$ cat src/logic/i2cm_map.svh
/*
 Register offsets, field positions, reset values and bus timing counts
 of the two-wire master. Assumes a 200 MHz core clock.
*/
`ifndef I2CM_MAP_SVH
`define I2CM_MAP_SVH
// ----------------------------------------
// Register byte offsets
// ----------------------------------------
`define I2CM_OFS_TASK    12'h000
`define I2CM_OFS_EVENT   12'h004
`define I2CM_OFS_STATUS  12'h008
`define I2CM_OFS_FREQ    12'h524
`define I2CM_OFS_RXPTR   12'h534
`define I2CM_OFS_RXLIM   12'h538
`define I2CM_OFS_RXAMT   12'h53C
`define I2CM_OFS_TXPTR   12'h544
`define I2CM_OFS_TXLIM   12'h548
`define I2CM_OFS_TXAMT   12'h54C
`define I2CM_OFS_ADDR    12'h588
// ----------------------------------------
// Task and event bit positions
// ----------------------------------------
`define I2CM_T_RD   0
`define I2CM_T_WR   1
`define I2CM_T_STP  2
`define I2CM_T_SUS  3
`define I2CM_T_RES  4
`define I2CM_E_STP  0
`define I2CM_E_ERR  1
`define I2CM_E_SUS  2
`define I2CM_E_RXB  3
`define I2CM_E_TXB  4
`define I2CM_E_FRX  5
`define I2CM_E_FTX  6
// ----------------------------------------
// Reset values and timing
// ----------------------------------------
`define I2CM_RST_FREQ  2'h0
`define I2CM_RST_ADDR  7'h00
`define I2CM_CLK_HZ    200000000
`define I2CM_KBPS_A    100
`define I2CM_KBPS_B    250
`define I2CM_KBPS_C    400
`define I2CM_QTR_A  10'(`I2CM_CLK_HZ / (4 * `I2CM_KBPS_A * 1000))
`define I2CM_QTR_B  10'(`I2CM_CLK_HZ / (4 * `I2CM_KBPS_B * 1000))
`define I2CM_QTR_C  10'(`I2CM_CLK_HZ / (4 * `I2CM_KBPS_C * 1000))
`endif

$ cat src/logic/i2cm_pkg.sv
/*
 Types of the two-wire master: sequencer states and frame kinds.
 Assumes nothing of its surroundings.
*/
package i2cm_pkg;
  typedef enum logic [4:0] {
    S_IDLE  = 5'h01,
    S_START = 5'h02,
    S_BIT   = 5'h04,
    S_HOLD  = 5'h08,
    S_STOP  = 5'h10
  } i2cm_state_t;
  typedef enum logic [1:0] {
    K_ADDR = 2'h0,
    K_TX   = 2'h1,
    K_RX   = 2'h2
  } i2cm_kind_t;
endpackage

$ cat src/logic/i2cm_top.sv
/*
 Two-wire bus master with DMA byte channels, Avalon-MM register slave.
 Assumes an Avalon memory slave on the mem_ port and pull-ups on SCL/SDA.
*/
// Decided for this implementation: the register offsets and the Avalon-MM register port.
`include "i2cm_map.svh"
`timescale 1ns/1ps
module i2cm_top import i2cm_pkg::*; (
  input  wire logic        core_clk,
  input  wire logic        rst_n,
  input  wire logic [11:0] avs_address,
  input  wire logic        avs_read,
  input  wire logic        avs_write,
  input  wire logic [31:0] avs_writedata,
  input  wire logic [3:0]  avs_byteenable,
  output logic      [31:0] avs_readdata,
  output logic             avs_waitrequest,
  output logic      [31:0] mem_address,
  output logic             mem_read,
  output logic             mem_write,
  output logic      [7:0]  mem_writedata,
  input  wire logic [7:0]  mem_readdata,
  input  wire logic        mem_waitrequest,
  input  wire logic [4:0]  task_pulse,
  output logic      [6:0]  event_pulse,
  input  wire logic        scl_in,
  output logic             scl_out,
  output logic             scl_oe,
  input  wire logic        sda_in,
  output logic             sda_out,
  output logic             sda_oe
);
  // ----------------------------------------
  // Declarations
  // ----------------------------------------
  i2cm_state_t st_reg;
  i2cm_kind_t  kind_reg;
  logic [1:0]  phase_reg;
  logic [3:0]  bitn_reg;
  logic [8:0]  sh_reg;
  logic [9:0]  qcnt_reg;
  logic [9:0]  qlim;
  logic        tick;
  logic [2:0]  scl_s_reg;
  logic [2:0]  sda_s_reg;
  logic        scl_f_reg;
  logic        sda_f_reg;
  logic        rd_done_reg;
  logic [31:0] rdata_next;
  logic [31:0] bem;
  logic [31:0] wd;
  logic [4:0]  tsk;
  logic [1:0]  freq_reg;
  logic [6:0]  addr_reg;
  logic [31:0] txp_sh_reg;
  logic [31:0] rxp_sh_reg;
  logic [7:0]  txl_sh_reg;
  logic [7:0]  rxl_sh_reg;
  logic [31:0] txp_act_reg;
  logic [31:0] rxp_act_reg;
  logic [7:0]  txl_act_reg;
  logic [7:0]  rxl_act_reg;
  logic [7:0]  tx_cnt_reg;
  logic [7:0]  rx_cnt_reg;
  logic [7:0]  fcnt_reg;
  logic [7:0]  txdata_reg;
  logic        tx_have_reg;
  logic        dir_reg;
  logic        err_reg;
  logic        susp_reg;
  logic        susp_pend_reg;
  logic        stop_pend_reg;
  logic        stop_done_reg;
  logic [6:0]  ev_reg;
  logic [6:0]  ev_set;
  logic        mem_busy;
  logic        ready_op;
  logic        acc_wr;
  logic        acc_rd;
  logic        frame_end;
  logic        go_stop;
  logic        go_susp;
  logic        go_tx;
  logic        go_rx;
  logic        scl_oe_next;
  logic        sda_oe_next;

  // ----------------------------------------
  // Pin synchronisers
  // ----------------------------------------
  always_ff @(posedge core_clk) begin
    if (!rst_n) begin
      scl_s_reg <= 3'h7;
      sda_s_reg <= 3'h7;
      scl_f_reg <= 1'b1;
      sda_f_reg <= 1'b1;
    end else begin
      scl_s_reg <= {scl_s_reg[1:0], scl_in};
      sda_s_reg <= {sda_s_reg[1:0], sda_in};
      if (scl_s_reg[1] == scl_s_reg[2]) scl_f_reg <= scl_s_reg[2];
      if (sda_s_reg[1] == sda_s_reg[2]) sda_f_reg <= sda_s_reg[2];
    end
  end

  // ----------------------------------------
  // Avalon slave
  // ----------------------------------------
  assign avs_waitrequest = avs_read & ~rd_done_reg;
  assign bem = {{8{avs_byteenable[3]}}, {8{avs_byteenable[2]}},
                {8{avs_byteenable[1]}}, {8{avs_byteenable[0]}}};
  assign wd  = avs_writedata & bem;
  assign tsk = task_pulse | ((avs_write && avs_address == `I2CM_OFS_TASK) ? wd[4:0] : 5'h00);

  always_comb begin
    rdata_next = 32'h00000000;
    case (avs_address)
      `I2CM_OFS_EVENT:  rdata_next = {25'h0000000, ev_reg};
      `I2CM_OFS_STATUS: rdata_next = {28'h0000000, dir_reg, err_reg, susp_reg, st_reg != S_IDLE};
      `I2CM_OFS_FREQ:   rdata_next = {30'h00000000, freq_reg};
      `I2CM_OFS_RXPTR:  rdata_next = rxp_sh_reg;
      `I2CM_OFS_RXLIM:  rdata_next = {24'h000000, rxl_sh_reg};
      `I2CM_OFS_RXAMT:  rdata_next = {24'h000000, rx_cnt_reg};
      `I2CM_OFS_TXPTR:  rdata_next = txp_sh_reg;
      `I2CM_OFS_TXLIM:  rdata_next = {24'h000000, txl_sh_reg};
      `I2CM_OFS_TXAMT:  rdata_next = {24'h000000, tx_cnt_reg};
      `I2CM_OFS_ADDR:   rdata_next = {25'h0000000, addr_reg};
      default:          rdata_next = 32'h00000000;
    endcase
  end

  always_ff @(posedge core_clk) begin
    if (!rst_n) begin
      rd_done_reg  <= 1'b0;
      avs_readdata <= 32'h00000000;
    end else begin
      rd_done_reg  <= avs_read & ~rd_done_reg;
      if (avs_read && !rd_done_reg) avs_readdata <= rdata_next;
    end
  end

  // Settings: pointers and limits are shadows taken into use only at a begin task, FREQ and ADDR are used directly
  always_ff @(posedge core_clk) begin
    if (!rst_n) begin
      freq_reg   <= `I2CM_RST_FREQ;
      addr_reg   <= `I2CM_RST_ADDR;
      txp_sh_reg <= 32'h00000000;
      rxp_sh_reg <= 32'h00000000;
      txl_sh_reg <= 8'h00;
      rxl_sh_reg <= 8'h00;
    end else if (avs_write) begin
      case (avs_address)
        `I2CM_OFS_FREQ:  freq_reg   <= (freq_reg & ~bem[1:0]) | wd[1:0];
        `I2CM_OFS_ADDR:  addr_reg   <= (addr_reg & ~bem[6:0]) | wd[6:0];
        `I2CM_OFS_TXPTR: txp_sh_reg <= (txp_sh_reg & ~bem) | wd;
        `I2CM_OFS_RXPTR: rxp_sh_reg <= (rxp_sh_reg & ~bem) | wd;
        `I2CM_OFS_TXLIM: txl_sh_reg <= (txl_sh_reg & ~bem[7:0]) | wd[7:0];
        `I2CM_OFS_RXLIM: rxl_sh_reg <= (rxl_sh_reg & ~bem[7:0]) | wd[7:0];
        default: ;
      endcase
    end
  end

  // Sticky events, a new event wins over a clear
  always_ff @(posedge core_clk) begin
    if (!rst_n) begin
      ev_reg      <= 7'h00;
      event_pulse <= 7'h00;
    end else begin
      event_pulse <= ev_set;
      if (avs_write && avs_address == `I2CM_OFS_EVENT)
        ev_reg <= event_pulse | (ev_reg & ~wd[6:0]);
      else
        ev_reg <= event_pulse | ev_reg;
    end
  end

  // ----------------------------------------
  // Bit timing
  // ----------------------------------------
  always_comb begin
    case (freq_reg)
      2'h1:    qlim = `I2CM_QTR_B;
      2'h2:    qlim = `I2CM_QTR_C;
      default: qlim = `I2CM_QTR_A;
    endcase
  end
  assign tick = (qcnt_reg >= qlim - 10'h001);

  always_ff @(posedge core_clk) begin
    if (!rst_n) qcnt_reg <= 10'h000;
    else if (tick) qcnt_reg <= 10'h000;
    else qcnt_reg <= qcnt_reg + 10'h001;
  end

  // ----------------------------------------
  // Sequencing decisions
  // ----------------------------------------
  assign mem_busy  = mem_read | mem_write;
  assign ready_op  = (st_reg == S_HOLD) && !susp_reg && !susp_pend_reg && !stop_pend_reg;
  assign acc_wr    = tsk[`I2CM_T_WR] && !susp_reg &&
                     (st_reg == S_IDLE || st_reg == S_HOLD);
  assign acc_rd    = tsk[`I2CM_T_RD] && !tsk[`I2CM_T_WR] && !susp_reg &&
                     (st_reg == S_IDLE || st_reg == S_HOLD);
  assign frame_end = (st_reg == S_BIT) && tick && phase_reg == 2'h3 && bitn_reg == 4'h8;
  assign go_stop   = (st_reg == S_HOLD) && stop_pend_reg && !acc_wr && !acc_rd &&
                     !(dir_reg && !err_reg && rx_cnt_reg + 8'h01 == rxl_act_reg);
  assign go_susp   = (st_reg == S_HOLD) && susp_pend_reg && !stop_pend_reg &&
                     !acc_wr && !acc_rd;
  assign go_tx     = ready_op && !dir_reg && !err_reg && tx_have_reg && !acc_wr && !acc_rd &&
                     tx_cnt_reg < txl_act_reg;
  assign go_rx     = (st_reg == S_HOLD) && !susp_reg && !susp_pend_reg && dir_reg &&
                     !err_reg && !mem_busy && !acc_wr && !acc_rd && rx_cnt_reg < rxl_act_reg &&
                     (!stop_pend_reg || rx_cnt_reg + 8'h01 == rxl_act_reg);

  always_comb begin
    ev_set = 7'h00;
    ev_set[`I2CM_E_STP] = (st_reg == S_IDLE) && stop_done_reg && !mem_busy;
    ev_set[`I2CM_E_ERR] = frame_end && kind_reg != K_RX && sda_f_reg;
    ev_set[`I2CM_E_SUS] = go_susp;
    ev_set[`I2CM_E_RXB] = acc_rd;
    ev_set[`I2CM_E_TXB] = acc_wr;
    ev_set[`I2CM_E_FRX] = frame_end && ((kind_reg == K_ADDR && dir_reg && !sda_f_reg &&
                          rxl_act_reg == 8'h01) || (kind_reg == K_RX &&
                          rx_cnt_reg + 8'h02 == rxl_act_reg));
    ev_set[`I2CM_E_FTX] = go_tx && tx_cnt_reg + 8'h01 == txl_act_reg;
  end

  // ----------------------------------------
  // Bus sequencer
  // ----------------------------------------
  always_ff @(posedge core_clk) begin
    if (!rst_n) begin
      st_reg <= S_IDLE;
      kind_reg <= K_ADDR;
      phase_reg <= 2'h0;
      bitn_reg <= 4'h0;
      sh_reg <= 9'h1FF;
      dir_reg <= 1'b0;
      err_reg <= 1'b0;
      tx_cnt_reg <= 8'h00;
      rx_cnt_reg <= 8'h00;
      txp_act_reg <= 32'h00000000;
      rxp_act_reg <= 32'h00000000;
      txl_act_reg <= 8'h00;
      rxl_act_reg <= 8'h00;
    end else if (acc_wr || acc_rd) begin
      st_reg <= S_START;
      phase_reg <= 2'h0;
      dir_reg <= acc_rd;
      err_reg <= 1'b0;
      if (acc_wr) begin
        txp_act_reg <= txp_sh_reg;
        txl_act_reg <= txl_sh_reg;
        tx_cnt_reg <= 8'h00;
      end else begin
        rxp_act_reg <= rxp_sh_reg;
        rxl_act_reg <= rxl_sh_reg;
        rx_cnt_reg <= 8'h00;
      end
    end else if (go_stop) begin
      st_reg <= S_STOP;
      phase_reg <= 2'h0;
    end else if (go_tx || go_rx) begin
      st_reg <= S_BIT;
      kind_reg <= go_tx ? K_TX : K_RX;
      phase_reg <= 2'h0;
      bitn_reg <= 4'h0;
      sh_reg <= go_tx ? {txdata_reg, 1'b1} :
                {8'hFF, rx_cnt_reg + 8'h01 == rxl_act_reg};
    end else if (tick && st_reg != S_IDLE && st_reg != S_HOLD) begin
      if (phase_reg == 2'h2 && !scl_f_reg) begin
        phase_reg <= 2'h2;
      end else if (phase_reg != 2'h3) begin
        phase_reg <= phase_reg + 2'h1;
      end else begin
        phase_reg <= 2'h0;
        case (st_reg)
          S_START: begin
            st_reg <= S_BIT;
            kind_reg <= K_ADDR;
            bitn_reg <= 4'h0;
            sh_reg <= {addr_reg, dir_reg, 1'b1};
          end
          S_BIT: begin
            sh_reg <= {sh_reg[7:0], sda_f_reg};
            bitn_reg <= bitn_reg + 4'h1;
            if (bitn_reg == 4'h8) begin
              st_reg <= S_HOLD;
              if (kind_reg != K_RX && sda_f_reg) err_reg <= 1'b1;
              if (kind_reg == K_TX) tx_cnt_reg <= tx_cnt_reg + 8'h01;
              if (kind_reg == K_RX) rx_cnt_reg <= rx_cnt_reg + 8'h01;
            end
          end
          S_STOP:  st_reg <= S_IDLE;
          default: st_reg <= S_IDLE;
        endcase
      end
    end
  end

  // Stop, suspend and resume bookkeeping
  always_ff @(posedge core_clk) begin
    if (!rst_n) begin
      stop_pend_reg <= 1'b0;
      stop_done_reg <= 1'b0;
      susp_reg <= 1'b0;
      susp_pend_reg <= 1'b0;
    end else begin
      if (tsk[`I2CM_T_STP] && !susp_reg) stop_pend_reg <= 1'b1;
      else if (go_stop || st_reg == S_IDLE) stop_pend_reg <= 1'b0;
      if (ev_set[`I2CM_E_STP]) stop_done_reg <= 1'b0;
      else if ((st_reg == S_IDLE && stop_pend_reg) ||
               (st_reg == S_STOP && tick && phase_reg == 2'h3)) stop_done_reg <= 1'b1;
      if (tsk[`I2CM_T_RES]) begin
        susp_reg <= 1'b0;
        susp_pend_reg <= 1'b0;
      end else if (go_susp) begin
        susp_reg <= 1'b1;
        susp_pend_reg <= 1'b0;
      end else if (tsk[`I2CM_T_SUS] && st_reg != S_IDLE && !susp_reg) begin
        susp_pend_reg <= 1'b1;
      end
    end
  end

  // ----------------------------------------
  // DMA channels
  // ----------------------------------------
  always_ff @(posedge core_clk) begin
    if (!rst_n) begin
      mem_read <= 1'b0;
      mem_write <= 1'b0;
      mem_address <= 32'h00000000;
      mem_writedata <= 8'h00;
      fcnt_reg <= 8'h00;
      txdata_reg <= 8'h00;
      tx_have_reg <= 1'b0;
    end else if (acc_wr) begin
      fcnt_reg <= 8'h00;
      tx_have_reg <= 1'b0;
    end else begin
      if (mem_read && !mem_waitrequest) begin
        mem_read <= 1'b0;
        txdata_reg <= mem_readdata;
        tx_have_reg <= 1'b1;
        fcnt_reg <= fcnt_reg + 8'h01;
      end else if (go_tx) begin
        tx_have_reg <= 1'b0;
      end
      if (mem_write && !mem_waitrequest) mem_write <= 1'b0;
      if (frame_end && kind_reg == K_RX) begin
        mem_write <= 1'b1;
        mem_address <= rxp_act_reg + {24'h000000, rx_cnt_reg};
        mem_writedata <= sh_reg[7:0];
      end else if (!dir_reg && !tx_have_reg && !mem_busy && st_reg != S_IDLE &&
                   fcnt_reg < txl_act_reg) begin
        mem_read <= 1'b1;
        mem_address <= txp_act_reg + {24'h000000, fcnt_reg};
      end
    end
  end

  // ----------------------------------------
  // Pin drive, open drain, no arbitration
  // ----------------------------------------
  always_comb begin
    case (st_reg)
      S_START: begin
        scl_oe_next = phase_reg == 2'h0;
        sda_oe_next = phase_reg == 2'h3;
      end
      S_BIT: begin
        // SCL low for two quarters, SDA moves only in the second
        scl_oe_next = phase_reg <= 2'h1;
        sda_oe_next = (phase_reg == 2'h0) ? sda_oe : !sh_reg[8];
      end
      S_HOLD: begin
        scl_oe_next = 1'b1;
        sda_oe_next = scl_oe | sda_oe;
      end
      S_STOP: begin
        scl_oe_next = phase_reg == 2'h0;
        sda_oe_next = phase_reg != 2'h3;
      end
      default: begin
        scl_oe_next = 1'b0;
        sda_oe_next = 1'b0;
      end
    endcase
  end

  always_ff @(posedge core_clk) begin
    if (!rst_n) begin
      scl_oe <= 1'b0;
      sda_oe <= 1'b0;
    end else begin
      scl_oe <= scl_oe_next;
      sda_oe <= sda_oe_next;
    end
  end
  assign scl_out = 1'b0;
  assign sda_out = 1'b0;

  // ----------------------------------------
  // Assertions
  // ----------------------------------------
  AST_WR_DIR: assert property (@(posedge core_clk) disable iff (!rst_n)
    acc_wr |=> st_reg == S_START && !dir_reg) else $error("write task not a write start");
  AST_RD_DIR: assert property (@(posedge core_clk) disable iff (!rst_n)
    acc_rd |=> st_reg == S_START && dir_reg) else $error("read task not a read start");
  AST_NACK_ERR: assert property (@(posedge core_clk) disable iff (!rst_n)
    frame_end && kind_reg != K_RX && sda_f_reg |=> event_pulse[`I2CM_E_ERR] && err_reg)
    else $error("nack without error event");
  AST_FTX_TIME: assert property (@(posedge core_clk) disable iff (!rst_n)
    event_pulse[`I2CM_E_FTX] |-> st_reg == S_BIT && kind_reg == K_TX && bitn_reg == 4'h0 &&
    tx_cnt_reg + 8'h01 == txl_act_reg) else $error("final tx event misplaced");
  AST_STOP_DMA: assert property (@(posedge core_clk) disable iff (!rst_n)
    event_pulse[`I2CM_E_STP] |-> !$past(mem_busy) && st_reg == S_IDLE)
    else $error("stopped event with DMA busy");
  AST_SUSP_STOP: assert property (@(posedge core_clk) disable iff (!rst_n)
    susp_reg && !stop_pend_reg && !tsk[`I2CM_T_RES] |=> !stop_pend_reg)
    else $error("stop accepted while suspended");
  AST_SHADOW: assert property (@(posedge core_clk) disable iff (!rst_n)
    !acc_wr |=> $stable(txp_act_reg) && $stable(txl_act_reg))
    else $error("active transmit setting changed mid transfer");
  AST_LAST_NACK: assert property (@(posedge core_clk) disable iff (!rst_n)
    st_reg == S_BIT && kind_reg == K_RX && bitn_reg == 4'h8 && phase_reg == 2'h2 ##1
    phase_reg == 2'h2 |-> sda_oe == (rx_cnt_reg + 8'h01 != rxl_act_reg))
    else $error("wrong ack level on received byte");
  AST_STRETCH: assert property (@(posedge core_clk) disable iff (!rst_n)
    st_reg == S_BIT && phase_reg == 2'h2 && !scl_f_reg && !go_stop |=> phase_reg == 2'h2)
    else $error("clock stretch not honoured");
  AST_STOP_REL: assert property (@(posedge core_clk) disable iff (!rst_n)
    st_reg == S_STOP && tick && phase_reg == 2'h3 |=> ##1 !scl_oe && !sda_oe)
    else $error("lines not released after stop");
endmodule

$ cat config.mk
export PLATFORM = sky130hd
export DESIGN_NAME = i2cm_top
export DESIGN_NICKNAME = d
export VERILOG_FILES = /design/src/logic/i2cm_pkg.sv /design/src/logic/i2cm_top.sv
export VERILOG_INCLUDE_DIRS = /design/src /design/src/logic
export SDC_FILE = /design/constraint.sdc
export NUM_CORES = 1
export LEC_CHECK = 0
export BUFFER_PORTS_ARGS = -buffer_cell sky130_fd_sc_hd__buf_2
export CAP_MARGIN = 20
export CORE_ASPECT_RATIO = 1.25
export CORE_MARGIN = 5
export CORE_UTILIZATION = 52
export CTS_BUF_LIST = sky130_fd_sc_hd__clkbuf_8
export DETAILED_ROUTE_END_ITERATION = 12
export GPL_TIMING_DRIVEN = 0
export PLACE_DENSITY = 0.78
export REMOVE_ABC_BUFFERS = 1
export SYNTH_ARGS = -nofsm -noshare
export SYNTH_HDL_FRONTEND = slang
export SYNTH_SLANG_ARGS = --single-unit
$ cat constraint.sdc
create_clock -name core_clk -period 5 [get_ports core_clk]
set_clock_uncertainty 0.15 [all_clocks]
set_input_delay 0.25 -clock core_clk [delete_from_list [all_inputs] [get_ports core_clk]]
set_output_delay 0.25 -clock core_clk [all_outputs]
set_load 0.005 [all_outputs]
==> flow_metrics.env <==
export IMPL_grt_pass1_vias=15248
export IMPL_synth_seq_cells=339
export IMPL_max_freq_mhz=248
export IMPL_insertion_delay_ns=0.64
export IMPL_fp_dieH_um=209
export IMPL_routed_wl_um=52700
export IMPL_finalSetupViolations=0
export IMPL_die_w_um=169
export IMPL_final_cells=2710
export IMPL_ant_nets=0
export IMPL_async_reset_ff_frac=0
export IMPL_synthesis_area_um2=16500
export IMPL_power_density_nw_per_um2=288
export IMPL_tns_ns=0
export IMPL_max_vdd_ir_drop_mv=0.202
export IMPL_grt_start_max_net_pins=156
export IMPL_drive_gt1_frac=0.119
export IMPL_core_um2=31100
export IMPL_antenna_found_initial=1
export IMPL_initial_core_util=0.530
export IMPL_switching_power_mw=1.40
export IMPL_cts_buffers=54
export IMPL_place_ws_ns=0.895
export IMPL_htree_levels=2
export IMPL_slew_violations=0
export IMPL_crit_fanout=24
export IMPL_hpwl_um=36400
export IMPL_wl_met1_um=20200
export IMPL_io_buffer_count=151
export IMPL_insertedDiodeCount=0
export IMPL_fin_crit_ns=4.03
export IMPL_p_leak_nw=7.12
export IMPL_clock_sinks=339
export IMPL_synth_edff_count=0
export IMPL_pin_count=154
export IMPL_ys_flop_type="dfxtp_1"
export IMPL_path_clk_slew_ns=0.07
export IMPL_first_iter_violations=1589
export IMPL_grt_total_usage=0.285
export IMPL_clk_path_buf_depth=3
export IMPL_holdCritPathClass="primary input to register"
export IMPL_fill_cells=2731
export IMPL_reg2reg_depth=9
export IMPL_dp_cells=2551
export IMPL_clkPwrFrac=0.449
export IMPL_arrival_ns=4.42
export IMPL_required_ns=5.39
export IMPL_timing_hold_violations_final=0
export IMPL_areaGrowthSynthToFinish_pct=17.4
export IMPL_cts_resized_gates=0
export IMPL_clockRootBuffer="clkbuf_8"
export IMPL_hold_start="avs_byteenable[1]"
export IMPL_drt_first_pass_iters=5
export IMPL_highest_layer="met5"
export IMPL_cp_end_kind="register"
export IMPL_syn_inst=2096
export IMPL_grt_setup_unrepaired="false"
export IMPL_slew_headroom=0.286
export IMPL_post_drt_wl_per_cell_um=19.4
export IMPL_yosysWarnings=0
export IMPL_std_cell_rows=72
export IMPL_rr_startpoint="rx_cnt_reg[1]"
export IMPL_worstSetupPathType="register to register"
export IMPL_cp_start_kind="register"
export IMPL_finalCritPeriodShare=0.805
export IMPL_intPower_mw=4.16
export IMPL_cap_violations=0
export IMPL_dr_wl_met3_um=4700
export IMPL_routabilityCongestion=0.974
export IMPL_rrSetupSlack_ns=0.97
export IMPL_die_area_um2=35300
export IMPL_power_total_mw=5.56
export IMPL_swShare=0.252
export IMPL_nNetsFinal=2391
export IMPL_timing_final_ws_setup_ns=0.974
export IMPL_tritoncts="built"
export IMPL_grt_pass1_wl_um=81800
export IMPL_pwr_share_seq=0.491
export IMPL_wl_met2_um=25200
export IMPL_whs_path_depth=5
export IMPL_overflow=0
export IMPL_drc=0
export IMPL_tightest_slew_ns=1.06
export IMPL_ys_types=73
export IMPL_vias_per_cell=5.97
export IMPL_status="finished clean"
export IMPL_syn_area_per_cell_um2=7.85
export IMPL_synth_yosys_seq_area_share=0.412
export IMPL_via_count=16191
export IMPL_reg2reg_to="bitn_reg[2]"
export IMPL_pwr_share_comb=0.059
[cells in the final DEF, fill, tap and decap left out, types with 12 or more instances in the layout]
cell type,synthesis,layout
a211oi_1,24,24
a21oi_1,231,231
a22oi_1,37,37
and2_1,36,36
and3_1,24,23
buf_2,8,151
clkbuf_8,0,72
dfxtp_1,339,339
dlygate4sd3_1,0,59
ha_1,61,61
inv_1,51,65
mux2i_1,29,29
nand2_1,443,443
nand2b_1,19,17
nand3_1,69,69
nand4_1,21,21
nor2_1,199,196
nor3_1,28,28
o211ai_1,13,13
o21a_1,12,12
o21ai_0,66,66
xnor2_1,54,54
xor2_1,43,43
[what timing repair did]
item,4_1_cts,5_1_grt
hold buffers,59,0
buffers inserted,0,0
hold endpoints to repair,110,0
endpoints found under the setup margin,0,0
[cell type report]
class | count | area, um^2 | share of cell area
clock buffer | 72 | 991 | 0.0513
clock inverter | 27 | 161 | 0.00835
inverter | 51 | 199 | 0.0103
multi-input combinational | 1591 | 9060 | 0.469
sequential | 339 | 6790 | 0.351
tap | 407 | 509 | 0.0264
timing repair buffer | 223 | 1610 | 0.0832
[routing by layer]
metal | vias to the layer above | GRT usage
met5 | - | 0
met4 | 2 | 0.133
met3 | 172 | 0.0476
met2 | 807 | 0.486
met1 | 7610 | 0.351
li1 | 7600 | -
[kinds of logic (layout without fill, tap and decap cells)]
logic type / after synthesis / in the layout / synth area share
compound gates: 492 / 492 / 0.184
xor+xnor: 97 / 97 / 0.0516
fa+ha+maj: 63 / 63 / 0.0488
buf+inv: 167 / 373 / 0.0397
flops: 339 / 339 / 0.412
mux: 30 / 30 / 0.0183
other cells: 1 / 2 / 0.000228
simple gates: 907 / 907 / 0.245
[metrics by stage]
stage	instance area (um^2)	utilization	hold WS [ns]
after global placement	17300	0.556	0.245
after floorplan	16000	-	0.162
after global routing	19300	0.622	0.0374
final	19300	0.622	0.0342
after detailed placement	17500	0.565	0.260
after CTS	19300	0.621	0.000767
[critical path, stage by stage (launching register included)]
cell,delay (ns)
dfxtp_1,0.58
ha_1,0.34
and3_1,0.22
nand3_1,0.13
or3_1,0.36
a211oi_1,0.73
o21ai_1,0.23
and3_1,0.47
or4b_1,0.60
a21oi_1,0.16
[synth_stat cells, types with 10 or more instances]
cell | instances | area, um^2
and3_1 | 24 | 150
a211oi_1 | 24 | 180
a221oi_1 | 11 | 96.3
dfxtp_1 | 339 | 6790
nor2b_1 | 10 | 62.6
a31oi_1 | 11 | 68.8
nand2_1 | 443 | 1660
and2_1 | 36 | 225
xnor2_1 | 54 | 473
ha_1 | 61 | 763
nand2b_1 | 19 | 119
mux2i_1 | 29 | 290
o21a_1 | 12 | 90.1
nand3_1 | 69 | 345
o211ai_1 | 13 | 97.6
xor2_1 | 43 | 377
nor3_1 | 28 | 140
a21oi_1 | 231 | 1160
clkbuf_1 | 97 | 364
nand4_1 | 21 | 131
o21ai_0 | 66 | 330
nor2_1 | 199 | 747
a22oi_1 | 37 | 278
inv_1 | 51 | 191
[worst max-delay path by stage]
stage | from | endpoint | depth (start not counted)
2_1_floorplan | rst_n | event_pulse[6] | 4
3_3_place_gp | rst_n | event_pulse[6] | 5
3_5_place_dp | avs_write | mem_address[31] | 9
4_1_cts | rx_cnt_reg[0] | bitn_reg[2] | 9
5_1_grt | rx_cnt_reg[2] | bitn_reg[2] | 9
6_report | rx_cnt_reg[1] | bitn_reg[2] | 9
[power groups by stage]
stage	logic, mW	registers [mW]	clock network (mW)
after floorplan	0.133	2.79	0
after global placement	0.267	2.79	0
after detailed placement	0.289	2.79	0
after CTS	0.320	2.73	2.53
after global routing	0.350	2.73	2.64
final	0.329	2.73	2.50
(Power assumes the default switching activity.)
